===== config.mk =====
export PLATFORM = sky130hd
export DESIGN_NAME = down_counter
export DESIGN_NICKNAME = d
export VERILOG_FILES = /design/src/pkg/down_counter_pkg.sv /design/src/rtl/down_counter.sv /design/src/rtl/down_counter_sync.sv
export SDC_FILE = /design/constraint.sdc
export NUM_CORES = 1
export LEC_CHECK = 0
export ABC_AREA = 1
export BUFFER_PORTS_ARGS = -buffer_cell sky130_fd_sc_hd__buf_2
export CORE_MARGIN = 3
export CORE_UTILIZATION = 52
export CTS_BUF_LIST = sky130_fd_sc_hd__clkbuf_8
export DETAILED_ROUTE_END_ITERATION = 6
export PLACE_DENSITY = 0.86
export SYNTH_ARGS = -nofsm -noshare
export SYNTH_HDL_FRONTEND = slang
export SYNTH_SLANG_ARGS = --single-unit

===== constraint.sdc =====
create_clock -name clk_sys_i -period 1.6 [get_ports clk_sys_i]
set_input_delay 0.08 -clock clk_sys_i [delete_from_list [all_inputs] [get_ports clk_sys_i]]
set_output_delay 0.08 -clock clk_sys_i [all_outputs]
set_load 0.1 [all_outputs]

===== src/pkg/down_counter_pkg.sv =====
// Constants and carrier types for the 8-bit presettable down counter.
// Assumes one system clock; pin levels arrive unsynchronised.

package down_counter_pkg;

  // ==========================================================
  // Counter
  // ==========================================================
  localparam logic [7:0] COUNT_MAX = 8'hff;
  localparam logic [7:0] COUNT_ZERO = 8'h00;
  localparam logic [7:0] COUNT_ONE = 8'h01;
  localparam logic [7:0] COUNT_RESET = 8'hff;

  // ==========================================================
  // Register map (byte offsets)
  // ==========================================================
  localparam logic [3:0] OFS_STATUS = 4'h0;
  localparam logic [3:0] OFS_MASK = 4'h4;
  localparam logic [3:0] OFS_COUNT = 4'h8;
  localparam logic [3:0] OFS_PINS = 4'hc;

  // Event bit positions in status and mask
  localparam int EVT_W = 5;
  localparam int EVT_TERMINAL = 0;
  localparam int EVT_WRAP = 1;
  localparam int EVT_SYNC_LOAD = 2;
  localparam int EVT_ASYNC_LOAD = 3;
  localparam int EVT_CLEAR = 4;
  localparam logic [4:0] STATUS_RESET = 5'h00;
  localparam logic [4:0] MASK_RESET = 5'h00;
  localparam logic [31:0] RDATA_RESET = 32'h0000_0000;

  // ==========================================================
  // Carrier types
  // ==========================================================
  typedef struct packed {
    logic count_clock;
    logic clear_to_max_n;
    logic async_load_n;
    logic sync_load_n;
    logic count_enable_n;
    logic [7:0] preset;
  } pins_type;

  localparam pins_type PINS_IDLE = 13'h0f00;

  typedef struct packed {
    pins_type stage1;
    pins_type stage2;
  } sync_state_type;

  typedef struct packed {
    logic clock_prev;
    logic [7:0] count;
    logic [4:0] status;
    logic [4:0] mask;
    logic ack;
    logic [31:0] rdata;
  } core_state_type;

  localparam core_state_type CORE_RESET = '{
    clock_prev: 1'b0, count: COUNT_RESET, status: STATUS_RESET,
    mask: MASK_RESET, ack: 1'b0, rdata: RDATA_RESET};

endpackage


===== src/rtl/down_counter.sv =====
// 8-bit presettable down counter with Avalon-MM status registers.
// Assumes pins are asynchronous and are synchronised here; the
// count clock pin is sampled by clk_sys_i and must be slower than it.
//
// Contract
// [RULE1] Each count clock rising edge lowers the count by one in normal use.
// [RULE2] Count enable high holds the count unless a load or clear acts.
// [RULE3] Terminal count low when count is zero and enable low.
// [RULE4] Sync load low loads the preset on the next clock edge.
// [RULE5] Async load low forces the preset at once, without a clock edge.
// [RULE6] Clear low sets the count to 255 and overrides everything.
// [RULE7] From zero with controls inactive, the next edge wraps to 255.
// [RULE8] Preset bits form one word, bit seven most significant.
// [RULE9] Priority: clear, async load, sync load, then count enable.
// [RULE10] Stages cascade via terminal count into next count enable.
// [RULE11] Terminal count is a plain decode, with no register stage.
`timescale 1ns/1ps
`default_nettype none

module down_counter (
  input wire logic clk_sys_i,
  input wire logic reset_i,
  // Counter pins
  input wire logic count_clock_i,
  input wire logic clear_to_max_n_i,
  input wire logic async_load_n_i,
  input wire logic sync_load_n_i,
  input wire logic count_enable_n_i,
  input wire logic [7:0] preset_word_i,
  output logic terminal_count_n_o,
  // Avalon-MM slave
  input wire logic [3:0] avs_address_i,
  input wire logic avs_read_i,
  input wire logic avs_write_i,
  input wire logic [31:0] avs_writedata_i,
  input wire logic [3:0] avs_byteenable_i,
  output logic [31:0] avs_readdata_o,
  output logic avs_waitrequest_o,
  output logic irq_o
);
  import down_counter_pkg::*;

  // ==========================================================
  // Helpers
  // ==========================================================
  function automatic logic is_zero(input logic [7:0] value);
    is_zero = (value == COUNT_ZERO);
  endfunction

  function automatic logic [31:0] widen_evt(input logic [4:0] bits);
    widen_evt = {27'h0000000, bits};
  endfunction

  // ==========================================================
  // Pin synchronisation
  // ==========================================================
  pins_type pins_raw;
  pins_type pins;

  always_comb begin
    pins_raw.count_clock = count_clock_i;
    pins_raw.clear_to_max_n = clear_to_max_n_i;
    pins_raw.async_load_n = async_load_n_i;
    pins_raw.sync_load_n = sync_load_n_i;
    pins_raw.count_enable_n = count_enable_n_i;
    // [RULE8] Preset bit order
    pins_raw.preset = preset_word_i;
  end

  down_counter_sync u_sync (
    .clk_sys_i(clk_sys_i),
    .reset_i(reset_i),
    .pins_i(pins_raw),
    .pins_o(pins)
  );

  // ==========================================================
  // State
  // ==========================================================
  core_state_type st_ff;
  core_state_type nxt_st;

  logic clock_rise;
  logic bus_req;
  logic bus_take;
  logic bus_done;
  logic [4:0] events;
  logic [4:0] read_clear;
  logic [31:0] read_mux;

  assign clock_rise = pins.count_clock & ~st_ff.clock_prev;
  assign bus_req = avs_read_i | avs_write_i;
  assign bus_take = bus_req & ~st_ff.ack;
  assign bus_done = bus_req & st_ff.ack;

  // ==========================================================
  // Read data selection
  // ==========================================================
  always_comb begin
    case (avs_address_i)
      OFS_STATUS: read_mux = widen_evt(st_ff.status);
      OFS_MASK: read_mux = widen_evt(st_ff.mask);
      OFS_COUNT: read_mux = {24'h000000, st_ff.count};
      OFS_PINS: read_mux = {19'h00000, pins};
      default: read_mux = 32'h0000_0000;
    endcase
  end

  // ==========================================================
  // Next state
  // ==========================================================
  always_comb begin
    nxt_st = st_ff;
    events = 5'h00;
    read_clear = 5'h00;
    nxt_st.clock_prev = pins.count_clock;

    // [RULE9] Control priority chain
    if (!pins.clear_to_max_n) begin
      // [RULE6] Clear to maximum
      nxt_st.count = COUNT_MAX;
      events[EVT_CLEAR] = 1'b1;
    end else if (!pins.async_load_n) begin
      // [RULE5] Level load, no clock needed
      nxt_st.count = pins.preset;
      events[EVT_ASYNC_LOAD] = 1'b1;
    end else if (clock_rise) begin
      if (!pins.sync_load_n) begin
        // [RULE4] Load on clock edge
        nxt_st.count = pins.preset;
        events[EVT_SYNC_LOAD] = 1'b1;
      end else if (!pins.count_enable_n) begin
        // [RULE1] Decrement by one
        nxt_st.count = st_ff.count - COUNT_ONE;
        // [RULE7] Zero wraps to maximum
        events[EVT_WRAP] = is_zero(st_ff.count);
      end else begin
        // [RULE2] Hold while inhibited
        nxt_st.count = st_ff.count;
      end
    end

    // Terminal count entered
    if (!terminal_count_n_o && !is_zero(nxt_st.count)) begin
      events[EVT_TERMINAL] = 1'b0;
    end
    if (is_zero(nxt_st.count) && !is_zero(st_ff.count)) begin
      events[EVT_TERMINAL] = 1'b1;
    end

    // Bus: one wait cycle, then complete
    nxt_st.ack = bus_take;
    if (bus_take) begin
      nxt_st.rdata = avs_read_i ? read_mux : RDATA_RESET;
    end
    if (bus_done && avs_write_i && avs_byteenable_i[0]
        && avs_address_i == OFS_MASK) begin
      nxt_st.mask = avs_writedata_i[4:0];
    end
    // Clear only bits that were returned, so none is lost
    if (bus_done && avs_read_i && avs_address_i == OFS_STATUS) begin
      read_clear = st_ff.rdata[4:0];
    end
    // Set wins over clear
    nxt_st.status = (st_ff.status & ~read_clear) | events;
  end

  always_ff @(posedge clk_sys_i) begin
    if (reset_i) begin
      st_ff <= CORE_RESET;
    end else begin
      st_ff <= nxt_st;
    end
  end

  // ==========================================================
  // Outputs
  // ==========================================================
  // [RULE11] Decode without register stage
  // [RULE3] Low at zero with enable low
  // [RULE10] Feeds next stage enable
  assign terminal_count_n_o = ~(is_zero(st_ff.count) & ~pins.count_enable_n);
  assign avs_waitrequest_o = bus_take;
  assign avs_readdata_o = st_ff.rdata;
  assign irq_o = |(st_ff.status & st_ff.mask);

  // ==========================================================
  // Assertions
  // ==========================================================
  logic ctl_idle;
  assign ctl_idle = pins.clear_to_max_n & pins.async_load_n & pins.sync_load_n;

  // [RULE1] Step down check
  a_count_step: // [RULE1]
  assert property (@(posedge clk_sys_i) disable iff (reset_i)
    clock_rise && ctl_idle && !pins.count_enable_n
    |=> st_ff.count == $past(st_ff.count) - COUNT_ONE)
  else $error("count did not step down by one");

  // [RULE2] Hold check
  a_hold_inhibit: // [RULE2]
  assert property (@(posedge clk_sys_i) disable iff (reset_i)
    ctl_idle && pins.count_enable_n |=> $stable(st_ff.count))
  else $error("count changed while inhibited");

  // [RULE3] Output decode check
  a_tc_decode: // [RULE3]
  assert property (@(posedge clk_sys_i) disable iff (reset_i)
    !terminal_count_n_o == (st_ff.count == COUNT_ZERO && !pins.count_enable_n))
  else $error("terminal count wrong for count and enable");

  // [RULE11] One period then release
  a_tc_release: // [RULE11]
  assert property (@(posedge clk_sys_i) disable iff (reset_i)
    !terminal_count_n_o && clock_rise && ctl_idle
    |=> terminal_count_n_o && st_ff.count == COUNT_MAX)
  else $error("terminal count held past one count period");

  // [RULE4] Sync load check
  a_sync_load: // [RULE4]
  assert property (@(posedge clk_sys_i) disable iff (reset_i)
    clock_rise && pins.clear_to_max_n && pins.async_load_n
    && !pins.sync_load_n |=> st_ff.count == $past(pins.preset))
  else $error("sync load did not capture preset");

  // [RULE5] Async load check
  a_async_load: // [RULE5]
  assert property (@(posedge clk_sys_i) disable iff (reset_i)
    pins.clear_to_max_n && !pins.async_load_n
    |=> st_ff.count == $past(pins.preset))
  else $error("async load did not force preset");

  // [RULE6] Clear check
  a_clear_max: // [RULE6]
  assert property (@(posedge clk_sys_i) disable iff (reset_i)
    !pins.clear_to_max_n |=> st_ff.count == COUNT_MAX)
  else $error("clear did not set maximum");

  // [RULE7] Wrap check
  a_wrap_max: // [RULE7]
  assert property (@(posedge clk_sys_i) disable iff (reset_i)
    st_ff.count == COUNT_ZERO && clock_rise && ctl_idle
    && !pins.count_enable_n |=> st_ff.count == COUNT_MAX ##0 st_ff.status[EVT_WRAP])
  else $error("zero did not wrap to maximum");

  // [RULE9] No edge, no load, no change
  a_no_edge_hold: // [RULE9]
  assert property (@(posedge clk_sys_i) disable iff (reset_i)
    !clock_rise && pins.clear_to_max_n && pins.async_load_n
    |=> $stable(st_ff.count))
  else $error("count changed without edge or load");

  a_irq_level:
  assert property (@(posedge clk_sys_i) disable iff (reset_i)
    irq_o == |(st_ff.status & st_ff.mask))
  else $error("interrupt does not match status and mask");

  a_bus_answer:
  assert property (@(posedge clk_sys_i) disable iff (reset_i)
    bus_take |=> !avs_waitrequest_o [*1])
  else $error("bus answer not one cycle after request");

endmodule
`default_nettype wire


===== src/rtl/down_counter_sync.sv =====
// Two-flop synchroniser for all counter pin inputs.
// Assumes every pin is asynchronous to clk_sys_i.
`timescale 1ns/1ps
`default_nettype none

module down_counter_sync (
  input wire logic clk_sys_i,
  input wire logic reset_i,
  input wire down_counter_pkg::pins_type pins_i,
  output down_counter_pkg::pins_type pins_o
);
  import down_counter_pkg::*;

  sync_state_type st_ff;
  sync_state_type nxt_st;

  // ==========================================================
  // Stage chain; stage1 feeds only stage2
  // ==========================================================
  always_comb begin
    nxt_st = st_ff;
    nxt_st.stage1 = pins_i;
    nxt_st.stage2 = st_ff.stage1;
  end

  always_ff @(posedge clk_sys_i) begin
    if (reset_i) begin
      st_ff <= '{stage1: PINS_IDLE, stage2: PINS_IDLE};
    end else begin
      st_ff <= nxt_st;
    end
  end

  assign pins_o = st_ff.stage2;

endmodule
`default_nettype wire


Word level (Yosys, flattened, before mapping)
Index checks and enable logic that the tools add are counted.
{"block": "totals", "register_bits": 78}
{"block": "op_classes", "eq_ne": 3, "n_reduce_logical": 11, "add_sub_neg": 1, "bitwise": 13, "muxes": 17}
{"op": "one-hot mux 13 bit (4 select lines)", "count": 1}
{"op": "2-to-1 mux 8 bit", "count": 5}
{"op": "2-to-1 mux 32 bit", "count": 1}
{"op": "zero test 8 bit", "count": 2}
{"op": "AND 5 bit", "count": 2}
{"op": "== test 4 bit (second input constant)", "count": 2}
{"op": "subtractor 8 x 1 -> 8 bit (second input constant)", "count": 1}
{"op": "logical AND 1 bit", "count": 6}
{"op": "2-to-1 mux 1 bit", "count": 6}
{"op": "2-to-1 mux 5 bit", "count": 1}
{"op": "NOT 5 bit", "count": 1}
{"op": "OR 5 bit", "count": 1}
{"op": "OR reduction 5 bit", "count": 1}
{"op": "AND 1 bit", "count": 4}
{"op": "== test 4 x 3 -> 1 bit (second input constant)", "count": 1}
{"op": "zero test 4 bit", "count": 1}
{"op": "2-to-1 mux 2 bit", "count": 2}
{"op": "NOT 1 bit", "count": 4}
{"op": "2-to-1 mux 3 bit", "count": 1}
{"op": "zero test 1 bit", "count": 1}
{"op": "OR 1 bit", "count": 1}

Logic depth before layout (Yosys ltp)
{"block": "logic_depth", "depth_word": 10, "ltp_mapped": 14}

By module
A second synthesis with hierarchy kept.
{"block": "hier_totals", "cells_unflattened": 390, "area_unflattened_um2": 2781.4}
{"mod": "down_counter", "area_each_um2": 2035.7, "cells_per_inst": 309, "seq_area_each_um2": 660.6, "instances": 1}
{"mod": "down_counter_sync", "area_each_um2": 745.7, "cells_per_inst": 81, "seq_area_each_um2": 520.5, "instances": 1}

Worst setup path before layout
No wires, ideal clock.
{"block": "synth_path", "path_type": "reg2reg", "startpoint": "register st_ff[32] (netlist name)", "endpoint": "register st_ff (netlist bit avs_readdata_o[5])", "path_buffers": 0, "required_ps": 1482, "path_stages_with_launch": 4, "t_arrival_ps": 2925, "path_slack_ps": -1444, "period_less_slack_ps": 3044, "path_cell_list": "dfxtp_1 a21oi_1 clkinv_1 a32o_1"}
{"block": "synth_via", "elab_chain_len": 2}
{"item": "from (decl)", "line": "down_counter.sv:80", "text": "core_state_type st_ff;"}
{"item": "from (signal assigned)", "line": "down_counter.sv:172", "text": "st_ff <= nxt_st;"}
{"item": "NOT 1 bit", "line": "down_counter.sv:93", "text": "assign bus_take = bus_req & ~st_ff.ack;"}
{"item": "AND 1 bit", "line": "down_counter.sv:93"}
{"item": "named net avs_waitrequest_o", "line": "down_counter.sv:38", "text": "output logic avs_waitrequest_o,"}
The timed path passes the listed nets, and every way through them passes these cells.
A chain may end at the register's enable or synchronous reset.

Worst setup path after layout
{"block": "layout_path", "startpoint": "register st_ff[44] (netlist name)", "endpoint": "output terminal_count_n_o"}
{"block": "layout_via", "elab_chain_len": 3}
{"item": "zero test 8 bit", "line": "down_counter.sv:47", "text": "is_zero = (value == COUNT_ZERO);"}
{"item": "AND 1 bit", "line": "down_counter.sv:182", "text": "assign terminal_count_n_o = ~(is_zero(st_ff.count) & ~pins.count_enable_n);"}
{"item": "NOT 1 bit", "line": "down_counter.sv:182"}
{"item": "to (decl)", "line": "down_counter.sv:30", "text": "output logic terminal_count_n_o,"}
Every way passes these cells.

==> impl_metrics.toml <==
[outcome]
status = "finished with violations"
failed_checks = "setup timing"

[synthesis]
yosys_warnings = 0
synth_largest_area_cell = "dfxtp_1"
synth_edf_count = 0
synthCells = 374
postSynth.asyncResetShare = 0
syn_avg_cell_area_um2 = 7.32
synth_top_area_share = 0.431
synth_simple_gate_area_frac = 0.275
synth-compound-area-share = 0.110
yosys-mux-area-fraction = 0
synth-xor-area-share = 0
synth_most_common_cell = "nand2_1"
synth_area_leaders = "dfxtp_1, nand2_1, buf_4, nor2_1, inv_1"
yosys_most_used_dff = "dfxtp_1"
synth_area_mm2 = 0.00274
ys_seq_elements = 59
synth_cell_types = 30
synth-seq-area-share = 0.431
synth_top_family_by_area = "simple AND/OR/NAND/NOR gates"
synth_fa_ha_area_frac = 0.00914
ys_top_cells_by_count = "nand2_1, dfxtp_1, nor2_1, inv_1, buf_4"

[sta]
fin_ws_ns = -0.0112
slew_headroom = 0.587
grt_setup_unrepaired = "true"
fmax_ghz = 0.621
hold_violations = 0
finalSetupViolCount = 1
finalMaxSlewViolations = 0
period_share = 1.01
clock_skew_ns = 0.00974
period_needed_ns = 1.61
fin_setup_tns_ns = -0.0112
tightest_slew_ns = 0.619

[critical_path]
reg2reg_slack_ns = 0.03
worstPathRequired_ns = 1.52
worstPathArrival_ns = 1.53
timing.rr.end = "st_ff[38]$_SDFF_PP0_"
ff2ff_path_depth = 14
worst_setup_path_start_kind = "flop"
end_kind = "output port"
r2r-start = "st_ff[43]$_SDFF_PP1_"
crit_path_max_fanout = 3
critPathKind = "reg -> out"

[clocking]
cts_buffer_depth = 2
clk_pin_slew_ns = 0.07
cts_root_buffer = "clkbuf_8"
clock-sinks = 59
cts_tree = "done"
worstSkewPairLatency_ns = 0.34
cts_inserted_buffers = 9
cts_max_level = 3

[grt]
grt_pass1_wl_mm = 10.4
grt_overflow = 0
grt_start_max_net_pins = 37
antenna_found_initial = 0
track_usage = 0.219
grt_pass1_vias = 2349

[drt]
wl_mm = 6.59
routedWlPerCell_um = 13.0
avgViaCountPerCell = 5.13
drt_iter0_markers = 220
drt_first_pass_iters = 6
vias = 2595
drtAntennaViolNets = 0
drc = 0

[pwr]
p_leak_nw = 1.59
ir_drop_mv = 0.670
p_total_w = 0.00338
powerDensity_mw_per_mm2 = 1000

[placement]
dp_hpwl_mm = 4.52
io_buffer_count = 42
place_congestion = 0.967
dp.cells = 468
dpl_cell_area_mm2 = 0.00288

[cells_and_area]
drive_gt1_frac = 0.248
stdcell_count = 506
final_area_mm2 = 0.00337
nNetsFinal = 493
fillers = 378
diodes = 0
areaGrowthSynthToFinish_pct = 23.1

[flow_run]
maxCapViolCount = 0

[worst_hold_path]
hold_path.class = "in -> reg"
hp-start = "avs_writedata_i[4]"
whs_endpoint = "st_ff[37]$_SDFFE_PP0P_"
whs_path_depth = 3

[floorplan]
die_y_um = 78.6
io_pins = 92
die_area_mm2 = 0.00617
num_rows = 25
die_w_um = 78.6
core_region_area_mm2 = 0.00491
initial_core_util = 0.558
[kinds of logic after synthesis]
family / count (synthesis)
buf+inv: 92
other cells: 1
compound gates: 50
simple gates: 170
fa+ha+maj: 2
flops: 59
[critical path, cell delays in order (launching register included)]
cell and delay (ns):
dfxtp_2 0.34, inv_4 0.08, ha_4 0.13, nand3_2 0.07, nor3_2 0.17, buf_4 0.17, nand2_4 0.06, buf_12 0.16
[layout make-up]
cell class	instances	area, um^2	area share
clock inverters	6	56.3	0.0167
inverters	54	213	0.0631
flip-flops and latches	59	1190	0.352
clock buffers	10	138	0.0408
multi-input cells	241	1230	0.364
well taps	67	83.8	0.0249
repair buffers	69	468	0.139
[registers in the layout, summed over array words and instances (netlist names)]
signal and cells:
st_ff 20, avs_readdata_o 13, u_sync.nxt_st 13, u_sync.pins_o 13
[how the worst max path moves through the flow]
| stage | slack, ns | startpoint | end | cells past startpoint |
|---|---|---|---|---|
| after global routing | -0.08 | st_ff[44]$_SDFF_PP1_ | terminal_count_n_o | 7 |
| after floorplan | 0.07 | st_ff[32]$_SDFF_PP0_ | avs_readdata_o[5]$_SDFFE_PP0P_ | 3 |
| final | -0.01 | st_ff[44]$_SDFF_PP1_ | terminal_count_n_o | 7 |
| after detailed placement | -0.05 | st_ff[43]$_SDFF_PP1_ | st_ff[38]$_SDFF_PP0_ | 14 |
| after CTS | 0.02 | st_ff[43]$_SDFF_PP1_ | terminal_count_n_o | 7 |
| after global placement | 0.02 | st_ff[43]$_SDFF_PP1_ | st_ff[38]$_SDFF_PP0_ | 14 |
[power by group]
group	internal [W]	switching (W)
Clock	0.000746	0.000551
Combinational	0.000127	0.000396
Sequential	0.00152	0.0000417
Total	0.00240	0.000989
[placed cells by master (no fill, tap or decap), types with 2 or more instances in the layout]
master	Yosys	routed
nand2_1	72	70
dfxtp_1	59	55
inv_1	50	47
nor2_1	52	46
buf_2	0	41
nand3_1	23	22
o21ai_0	22	21
conb_1	1	19
dlygate4sd3_1	0	16
a21oi_1	13	12
buf_4	32	11
clkbuf_8	0	10
or2_2	9	9
nor2_2	1	6
nand4_1	6	6
inv_2	3	5
o2111ai_1	4	4
dfxtp_2	0	4
nor2_4	2	3
o22ai_1	3	3
a32o_1	3	3
clkinv_2	0	3
inv_4	0	2
nand2_2	1	2
ha_4	0	2
[routing by layer]
| metal | global-route usage | vias to the layer above | wire (um) |
|---|---|---|---|
| met5 | 0 | - | 0 |
| met2 | 0.368 | 134 | 3120 |
| li1 | - | 1251 | - |
| met1 | 0.259 | 1184 | 2660 |
| met3 | 0.0596 | 26 | 576 |
| met4 | 0.0997 | 0 | 227 |
[metrics by stage]
step | hold slack (ns) | setup slack [ns] | util
6_report | 0.0101 | -0.0112 | 0.686
5_1_grt | 0.0317 | -0.0822 | 0.686
4_1_cts | 0.00316 | 0.0202 | 0.666
3_5_place_dp | 0.267 | -0.0503 | 0.587
3_3_place_gp | 0.262 | 0.0192 | 0.587
2_1_floorplan | 0.184 | 0.0683 | -
[repair_timing]
action	in CTS	in global routing
hold endpoints to repair	16	0
setup endpoints to repair	2	3
buffers inserted	1	5
pin swaps	0	6
hold buffers	16	0
resized for setup	10	21
Note: power is estimated with default switching activity, not from simulation.
